`config.mk`:
```
export PLATFORM = sky130hd
export DESIGN_NAME = eeprom_front_end
export DESIGN_NICKNAME = d
export VERILOG_FILES = /design/src/eeprom_front_end_pkg.sv /design/src/line_sync.sv /design/src/eeprom_front_end.sv
export VERILOG_INCLUDE_DIRS = /design/src
export SDC_FILE = /design/constraint.sdc
export NUM_CORES = 1
export LEC_CHECK = 0
export ABC_AREA = 0
export BUFFER_PORTS_ARGS = -buffer_cell sky130_fd_sc_hd__buf_2
export CORE_AREA = 2 2 154 96
export CTS_BUF_LIST = sky130_fd_sc_hd__clkbuf_16
export CTS_CLUSTER_DIAMETER = 150
export CTS_CLUSTER_SIZE = 14
export DETAILED_ROUTE_END_ITERATION = 6
export DIE_AREA = 0 0 156 98
export PLACE_DENSITY = 0.67
export SKIP_CTS_REPAIR_TIMING = 1
export SYNTH_ARGS = -nofsm -noshare
export SYNTH_HDL_FRONTEND = slang
export SYNTH_SLANG_ARGS = --single-unit
```
`constraint.sdc`:
```
create_clock -name CLK -period 3.2 [get_ports CLK]
set_input_delay 0.32 -clock CLK [delete_from_list [all_inputs] [get_ports CLK]]
set_output_delay 0.32 -clock CLK [all_outputs]
set_load 0.01 [all_outputs]
```
`src/eeprom_front_end_consts.svh`:
```
// Constants for the serial EEPROM slave front end
`ifndef EEPROM_FRONT_END_CONSTS_SVH
`define EEPROM_FRONT_END_CONSTS_SVH
`define TYPE_ID 4'hA
`define CHIP_ENABLE 3'h1
`define BIT_CNT_W 4
`define ACK_SLOT 4'h8
`define DATA_LAST_BIT 4'h7
`define CLK_MHZ 25
`define INTERNAL_WRITE_TIME_US 5000
`define INTERNAL_WRITE_CYCLES (`INTERNAL_WRITE_TIME_US * `CLK_MHZ)
`define ADDR_W 16
`define ADDR_RESET 16'h0000
`endif

```
`src/eeprom_front_end_pkg.sv`:
```
// Types shared by the serial EEPROM slave front end
package eeprom_front_end_pkg;
  typedef enum logic [2:0] {
    PH_IDLE,
    PH_SELECT,
    PH_ADDR_HI,
    PH_ADDR_LO,
    PH_DATA,
    PH_READ
  } phase_e;
  typedef struct packed {
    logic start;
    logic stop;
    logic rise;
    logic fall;
  } bus_event_s;
  typedef struct packed {
    logic [15:0] addr;
    logic [7:0] data;
  } write_req_s;
endpackage

```
`src/line_sync.sv`:
```
// Three-flop synchroniser with agreement filter
`timescale 1ns/1ns
module line_sync
(
  input wire logic clk,
  input wire logic arst_n,
  input wire logic din,
  output logic dout
);
  logic s1_reg;
  logic s2_reg;
  logic s3_reg;

  always_ff @(posedge clk or negedge arst_n)
  begin
    if (!arst_n)
    begin
      s1_reg <= 1'b1;
      s2_reg <= 1'b1;
      s3_reg <= 1'b1;
      dout <= 1'b1;
    end
    else
    begin
      s1_reg <= din;
      s2_reg <= s1_reg;
      s3_reg <= s2_reg;
      // Change accepted only once second and third stages agree
      if (s2_reg == s3_reg)
        dout <= s3_reg;
    end
  end
endmodule // line_sync

```
`src/eeprom_front_end.sv`:
```
// Two-wire slave front end of a serial EEPROM, write path
`timescale 1ns/1ns
`include "eeprom_front_end_consts.svh"
module eeprom_front_end
  import eeprom_front_end_pkg::*;
#(
  parameter int WRITE_CYCLES = `INTERNAL_WRITE_CYCLES
)
(
  input wire logic CLK,
  input wire logic ARST_N,
  input wire logic SCL,
  input wire logic SDA_IN,
  output logic SDA_OUT,
  output logic SDA_OE,
  output logic WRITE_BUSY,
  output logic STANDBY,
  output logic WR_STROBE,
  output logic [15:0] WR_ADDR,
  output logic [7:0] WR_DATA,
  output logic [15:0] ADDR_COUNTER,
  output logic READ_SELECTED
);
  logic scl_s;
  logic sda_s;
  logic scl_d_reg;
  logic sda_d_reg;
  bus_event_s ev;
  phase_e phase_reg;
  logic [3:0] bit_cnt_reg;
  logic [7:0] shift_reg;
  logic ack_drive_reg;
  logic ack_pending_reg;
  logic data_acked_reg;
  logic data_byte_reg;
  logic [15:0] addr_reg;
  write_req_s req_reg;
  logic [15:0] last_addr_reg;
  logic [31:0] busy_cnt_reg;
  logic busy_reg;
  logic rd_nack_reg;

  function automatic logic select_match(input logic [7:0] b);
    select_match = (b[7:4] == `TYPE_ID) && (b[3:1] == `CHIP_ENABLE);
  endfunction

  line_sync u_scl
  (
    .clk(CLK),
    .arst_n(ARST_N),
    .din(SCL),
    .dout(scl_s)
  );

  line_sync u_sda
  (
    .clk(CLK),
    .arst_n(ARST_N),
    .din(SDA_IN),
    .dout(sda_s)
  );

  always_ff @(posedge CLK or negedge ARST_N)
  begin
    if (!ARST_N)
    begin
      scl_d_reg <= 1'b1;
      sda_d_reg <= 1'b1;
    end
    else
    begin
      scl_d_reg <= scl_s;
      sda_d_reg <= sda_s;
    end
  end

  // Both conditions require clock high before and after the data edge
  always_comb
  begin
    ev.start = scl_s && scl_d_reg && sda_d_reg && !sda_s;
    ev.stop = scl_s && scl_d_reg && !sda_d_reg && sda_s;
    ev.rise = scl_s && !scl_d_reg;
    ev.fall = !scl_s && scl_d_reg;
  end

  // Protocol sequencer; all state cleared by power-on reset
  always_ff @(posedge CLK or negedge ARST_N)
  begin
    if (!ARST_N)
    begin
      phase_reg <= PH_IDLE;
      bit_cnt_reg <= 4'h0;
      shift_reg <= 8'h00;
      ack_pending_reg <= 1'b0;
      data_acked_reg <= 1'b0;
      addr_reg <= `ADDR_RESET;
      req_reg <= '0;
      data_byte_reg <= 1'b0;
      rd_nack_reg <= 1'b0;
      READ_SELECTED <= 1'b0;
    end
    else if (busy_reg)
    begin
      // Bus isolated: Starts and clocks are not watched
      phase_reg <= PH_IDLE;
      bit_cnt_reg <= 4'h0;
      ack_pending_reg <= 1'b0;
      data_acked_reg <= 1'b0;
      if (busy_cnt_reg == 32'h1)
        addr_reg <= last_addr_reg + 16'h0001;
    end
    else if (ev.start)
    begin
      phase_reg <= PH_SELECT;
      data_byte_reg <= 1'b0;
      bit_cnt_reg <= 4'h0;
      ack_pending_reg <= 1'b0;
      data_acked_reg <= 1'b0;
      rd_nack_reg <= 1'b0;
      READ_SELECTED <= 1'b0;
    end
    else if (ev.stop)
    begin
      phase_reg <= PH_IDLE;
      bit_cnt_reg <= 4'h0;
      ack_pending_reg <= 1'b0;
      data_acked_reg <= 1'b0;
      READ_SELECTED <= 1'b0;
    end
    else if (ev.rise && phase_reg != PH_IDLE)
    begin
      if (bit_cnt_reg == `ACK_SLOT)
      begin
        bit_cnt_reg <= 4'h0;
        if (phase_reg == PH_READ && sda_s)
        begin
          rd_nack_reg <= 1'b1;
          phase_reg <= PH_IDLE;
        end
        // Tenth slot opens only after a data byte was acknowledged
        // The low address byte also ends in PH_DATA, so a data byte must be seen
        data_acked_reg <= (phase_reg == PH_DATA) && ack_pending_reg &&
          data_byte_reg;
        data_byte_reg <= 1'b0;
        ack_pending_reg <= 1'b0;
      end
      else
      begin
        // The Stop's own clock rise opens the tenth slot; keep the flag
        if (bit_cnt_reg != 4'h0)
          data_acked_reg <= 1'b0;
        shift_reg <= {shift_reg[6:0], sda_s};
        bit_cnt_reg <= bit_cnt_reg + 4'h1;
        if (bit_cnt_reg == `DATA_LAST_BIT)
        begin
          ack_pending_reg <= 1'b1;
          unique case (phase_reg)
            PH_SELECT:
            begin
              if (select_match({shift_reg[6:0], 1'b0}))
              begin
                if (sda_s)
                begin
                  phase_reg <= PH_READ;
                  READ_SELECTED <= 1'b1;
                end
                else
                  phase_reg <= PH_ADDR_HI;
              end
              else
              begin
                phase_reg <= PH_IDLE;
                ack_pending_reg <= 1'b0;
              end
            end
            PH_ADDR_HI:
            begin
              addr_reg[15:8] <= {shift_reg[6:0], sda_s};
              phase_reg <= PH_ADDR_LO;
            end
            PH_ADDR_LO:
            begin
              addr_reg[7:0] <= {shift_reg[6:0], sda_s};
              phase_reg <= PH_DATA;
            end
            PH_DATA:
            begin
              req_reg.addr <= addr_reg;
              req_reg.data <= {shift_reg[6:0], sda_s};
              data_byte_reg <= 1'b1;
              addr_reg <= addr_reg + 16'h0001;
            end
            PH_READ:
            begin
              ack_pending_reg <= 1'b0;
            end
            PH_IDLE:
            begin
              ack_pending_reg <= 1'b0;
            end
          endcase
        end
      end
    end
  end

  // Acknowledge drive: set on the fall after bit eight, held for pulse nine
  always_ff @(posedge CLK or negedge ARST_N)
  begin
    if (!ARST_N)
      ack_drive_reg <= 1'b0;
    else if (busy_reg || ev.start || ev.stop)
      ack_drive_reg <= 1'b0;
    else if (ev.fall)
      ack_drive_reg <= ack_pending_reg && bit_cnt_reg == `ACK_SLOT;
  end

  // Internal write timer; only a Stop in the tenth slot starts it
  always_ff @(posedge CLK or negedge ARST_N)
  begin
    if (!ARST_N)
    begin
      busy_reg <= 1'b0;
      busy_cnt_reg <= 32'h0;
      last_addr_reg <= `ADDR_RESET;
      WR_STROBE <= 1'b0;
      WR_ADDR <= 16'h0000;
      WR_DATA <= 8'h00;
    end
    else
    begin
      WR_STROBE <= 1'b0;
      if (busy_reg)
      begin
        busy_cnt_reg <= busy_cnt_reg - 32'h1;
        if (busy_cnt_reg == 32'h1)
          busy_reg <= 1'b0;
      end
      else if (ev.stop && data_acked_reg && bit_cnt_reg == 4'h1)
      begin
        busy_reg <= 1'b1;
        busy_cnt_reg <= 32'(WRITE_CYCLES);
        last_addr_reg <= req_reg.addr;
        WR_STROBE <= 1'b1;
        WR_ADDR <= req_reg.addr;
        WR_DATA <= req_reg.data;
      end
    end
  end

  // Outputs registered; open drain only ever pulls low
  always_ff @(posedge CLK or negedge ARST_N)
  begin
    if (!ARST_N)
    begin
      SDA_OUT <= 1'b0;
      SDA_OE <= 1'b0;
      WRITE_BUSY <= 1'b0;
      STANDBY <= 1'b1;
      ADDR_COUNTER <= `ADDR_RESET;
    end
    else
    begin
      SDA_OUT <= 1'b0;
      SDA_OE <= ack_drive_reg && !busy_reg;
      WRITE_BUSY <= busy_reg;
      STANDBY <= phase_reg == PH_IDLE && !busy_reg;
      ADDR_COUNTER <= addr_reg;
    end
  end
endmodule // eeprom_front_end

```
## Yosys cells after proc, flatten, opt, wreduce, memory -nomap -nowiden

Cells that the tools add are included.

- Flip-flop bits (word level): 146
- Input bits: 4
- Output and inout port bits: 46
- Word-level logic and storage cells: 175

- $add $sub $neg: 4
- Equality and inequality tests: 20
- Multiplexer cells: 60
- Bitwise operators: 4
- Reductions and logical operators: 56

Operators with widths:

| operator | number |
|---|---|
| two-way mux 16 bit | 7 |
| two-way mux 32 bit | 2 |
| two-way mux 1 bit | 33 |
| adder 16 x 1 -> 16 bit (second input constant) | 2 |
| == test 32 x 1 -> 1 bit (second input constant) | 1 |
| case mux 8 bit (2 select lines) | 2 |
| subtractor 32 x 1 -> 32 bit (second input constant) | 1 |
| nonzero test 3 bit | 10 |
| AND reduction 7 bit | 4 |
| two-way mux 3 bit | 9 |
| two-way mux 4 bit | 5 |
| logical AND 1 bit | 17 |
| AND reduction 5 bit | 2 |
| nonzero test 2 bit | 5 |
| nonzero test 5 bit | 2 |
| case mux 3 bit (3 select lines) | 1 |
| == test 4 bit (second input constant) | 2 |
| != test 2 x 1 -> 1 bit (second input constant) | 4 |
| nonzero test 4 bit | 2 |
| nonzero test 7 bit | 1 |
| == test 3 x 1 -> 1 bit (second input constant) | 2 |
| == test 3 x 2 -> 1 bit (second input constant) | 2 |
| == test 3 bit (second input constant) | 2 |
| AND reduction 2 bit | 3 |
| other kinds (14) | 23 |

## Longest topological paths before layout

- Word-level depth: 10
- Depth in mapped cells: 8
- Gate-level depth less buffers: 8

## Hierarchy

From an unflattened synthesis, not the netlist that was laid out.

- Cells, all modules: 651
- Area, all modules: 6807.8 um^2

By module, submodules not included:

| module | instances | cells each | area each (um^2) | sequential area each (um^2) |
|---|---|---|---|---|
| eeprom_front_end | 1 | 641 | 6575.1 | 3457.1 |
| line_sync | 2 | 5 | 116.4 | 105.1 |

## Least setup slack after synthesis

OpenSTA, ideal clock, no wires.

- Path kind: flip-flop to flip-flop
- Start point: register busy_cnt_reg[1]
- End point: register addr_reg[1]
- Setup time: 0.125 ns
- Arrival time: 2.096 ns
- Required time: 3.075 ns
- Slack: 0.980 ns
- Cell stages (with the launch flop): 8
- Path buffers: 0
- Clock period less this slack: 2.220 ns
- Cell sequence: dfrtp_1 -> inv_1 -> ha_1 -> or4b_2 -> nor4_4 -> nand4_2 -> o21ai_4 -> mux2_2

- Word-level cells in the longest chain between the ends: 3

Ends and longest elaborated chain:

| element | line | source |
|---|---|---|
| start: declaration | eeprom_front_end.sv:39 | `logic [31:0] busy_cnt_reg;` |
| start signal: assignment | eeprom_front_end.sv:235 | `busy_cnt_reg <= busy_cnt_reg - 32'h1;` |
| start signal: assignment | eeprom_front_end.sv:242 | `busy_cnt_reg <= 32'(WRITE_CYCLES);` |
| == test 32 x 1 -> 1 bit | eeprom_front_end.sv:109 | `if (busy_cnt_reg == 32'h1)` |
| != test 2 x 1 -> 1 bit (no line) | -- |  |
| AND reduction 7 bit (no line) | -- |  |
| end signal: assignment | eeprom_front_end.sv:96 | `` addr_reg <= `ADDR_RESET; `` |
| end signal: assignment | eeprom_front_end.sv:110 | `addr_reg <= last_addr_reg + 16'h0001;` |
| end signal: assignment | eeprom_front_end.sv:183 | `addr_reg[7:0] <= {shift_reg[6:0], sda_s};` |
| end: declaration | eeprom_front_end.sv:36 | `logic [15:0] addr_reg;` |

Every way passes these cells.
A chain may end at the register's enable or synchronous reset.

## Worst setup path in the final report

- Start point: register busy_cnt_reg[8]
- End point: register busy_cnt_reg[30]

- Word-level cells in the longest chain between the ends: 2

Ends and longest elaborated chain:

| element | line | source |
|---|---|---|
| subtractor 32 x 1 -> 32 bit | eeprom_front_end.sv:235 |  |
| two-way mux 32 bit | eeprom_front_end.sv:233 | `if (busy_reg)` |

Every way passes these cells.

==> run_results.csv <==
group,metric,value,unit
floorplanning,die_h,98,um
synthesis,synth_cells,660,
clock_tree,clk_latency,420,ps
final_layout,fill_cells,1191,
synthesis,yosys-top-cells-area,"dfrtp_1 50%, nand2_1 6.4%, mux2_2 5.8%",
routing,drt_wl_total,16500,um
synthesis,synth_top_area_share,49.8,%
power_and_ir_drop,ir_drop,0.318,mV
synthesis,synth.net_count,671,
routing,wl_per_cell,18.3,um
synthesis,synth_seq_cells,146,
synthesis,synth_cell_types,69,
job,maxCapViolations,0,
worst_setup_path,r2r_cells,5,
routing,firstDrtPassIters,5,
synthesis,synth-edff-count,0,
placed_design,gp_congestion,0.956,
clock_tree,cts.sinks,146,
global_route,overflow,0,
run_status,outcome,"completed",
sta,setup-violations-final,0,
sta,slew_headroom,43.2,%
routing,drtIter0Drc,482,
sta,skew,11.0,ps
clock_tree,cts_tree,"yes",
global_route,grt_start_max_net_pins,78,
final_layout,final_nets,721,
floorplanning,die_area,15300,sq um
floorplanning,fp.dieW,156,um
synthesis,syn_area_per_cell,10.3,sq um
floorplanning,core,14000,sq um
clock_tree,clk_path_buf_depth,2,
final_layout,drive_above_1_share,20.5,%
global_route,antenna_found_initial,0,
worst_setup_path,crit_path_start,"busy_cnt_reg[8]",
min_path,hp-class,"reg -> reg",
sta,drv_slew,0,
global_route,grt_pass1_wl,27300,um
power_and_ir_drop,leakage,3.75,nW
worst_setup_path,cp-start-kind,"flip-flop",
sta,worst_pin_slew,845,ps
global_route,grt_pass1_vias,5071,
sta,finalCriticalPeriod,2490,ps
routing,vias_per_cell,5.91,
worst_setup_path,reg2reg_from,"busy_cnt_reg[8]",
synthesis,synth_top_cells_by_count,"135 x dfrtp_1, 116 x nand2_1, 45 x nor2_1",
synthesis,yosysWarnings,0,
final_layout,post-route-util,55.9,%
power_and_ir_drop,power_density,513,nW/um^2
sta,setup_tns,0,ps
final_layout,seq_area,3670,sq um
sta,hold_viol_final,0,
synthesis,yosysMostFrequentCell,"dfrtp_1",
floorplanning,top_level_ports,50,
synthesis,yosys.area.top_type,"dfrtp_1",
global_route,grt_usage,22.8,%
worst_setup_path,critPathKind,"reg -> reg",
placed_design,portBuffers,48,
floorplanning,initial_utilization,48.5,%
worst_setup_path,regToRegSetupSlack,710,ps
clock_tree,clk_root_buffer_cell,"clkbuf_16",
worst_setup_path,timing.rr.end,"busy_cnt_reg[30]",
worst_setup_path,worstPathArrival,2830,ps
synthesis,synthArstFlopShare,100,%
sta,fin_crit_sh,77.7,%
final_layout,multi_input_area,2970,sq um
final_layout,n_antenna_cell,0,
final_layout,syn2layout_area_growth,15.3,%
worst_setup_path,cp_data_required_time,3540,ps
routing,drc_errors,0,
floorplanning,rows,34,
clock_tree,htreeDepth,4,
synthesis,netlist_area,6780,sq um
synthesis,ys_seq_area_share,54.1,%
clock_tree,cts-buffers-inserted,17,
sta,fmax,402,MHz
routing,ant_nets,0,
synthesis,dominantRegCellSynth,"dfrtp_1",
worst_setup_path,cp-endpoint,"busy_cnt_reg[30]",
routing,vias,5334,
worst_setup_path,crit_fanout,8,
clock_tree,clkTransAtPathRegs,60,ps
worst_setup_path,worst_setup_path_end_kind,"flip-flop",
placed_design,hpwl,11200,um
sta,grt_setup_unrepaired,"false",
final_layout,largest_reg_flops,32,
[cell families after synthesis]
logic type	count (synthesis)	synth area share, %
AO/OA/AOI/OAI	131	13.0
XOR/XNOR	18	2.32
adder cells (fa/ha/maj)	9	1.59
buffers and inverters	36	2.12
flip-flops	146	54.1
multiplexers	42	6.85
other	1	0.0553
AND/OR/NAND/NOR	277	19.9
[through the flow]
| stage | cell area [sq um] | std cells | power [mW] | hold slack, ps | setup WS (ps) |
|---|---|---|---|---|---|
| floorplan | 6780 | 660 | 2.04 | 24.4 | 980 |
| global placement | 7220 | 868 | 2.12 | 346 | 817 |
| detailed placement | 7220 | 868 | 2.12 | 349 | 746 |
| CTS | 7790 | 900 | 4.04 | -48.9 | 724 |
| global route | 7820 | 903 | 4.15 | 359 | 542 |
| finish | 7820 | 903 | 4.01 | 358 | 714 |
[area by class of cell]
class	count	area share [%]
sequential	146	46.9
inverter	7	0.336
multi-input combinational	478	38.0
clock buffer	17	5.44
clock inverter	15	1.84
tap	180	2.88
timing repair buffer	60	4.56
[layout by cell type (no fill, tap or decap), drive strengths merged, types with 12 or more instances in the layout]
cell type	instances
dfrtp	135
nand2	117
buf	57
nor2	45
mux2	35
a21oi	34
o21ai	29
nand3	28
nor3	23
clkbuf	17
xnor2	13
nand4	12
inv	12
[critical path: stages, from the launching register on]
cell and delay (ps):
dfrtp_1 450, or4_4 550, nor3_2 470, nand4_1 330, nor4_1 400, mux2i_1 220
[power breakdown]
part	switching, mW	leakage [nW]	internal, mW
clock	0.781	0.273	1.14
sequential	0.0495	2.00	1.88
combinational	0.0984	1.48	0.0586
total	0.929	3.75	3.08
[worst min path at each step]
stage / start / end / slack [ps] / depth (start not counted)
after global routing: u_scl.s1_reg / u_scl.s2_reg / 360 / 0
final: u_scl.s1_reg / u_scl.s2_reg / 360 / 0
after floorplan: ARST_N / ADDR_COUNTER[0] / 20 / 0
after detailed placement: u_scl.s1_reg / u_scl.s2_reg / 350 / 0
after global placement: u_scl.s1_reg / u_scl.s2_reg / 350 / 0
after CTS: ARST_N / bit_cnt_reg[2] / -50 / 1
[routing by layer]
metal / routed length (um) / part of all wire (%) / vias to the layer above / global-route usage [%]
met5: 0 / 0 / - / 0
met4: 166 / 1.0 / 0 / 6.42
met3: 1110 / 6.7 / 19 / 4.75
met2: 6870 / 42 / 204 / 30.9
met1: 8380 / 51 / 2623 / 36.5
li1: - / - / 2488 / -
Power figures use the tool's default switching activity.
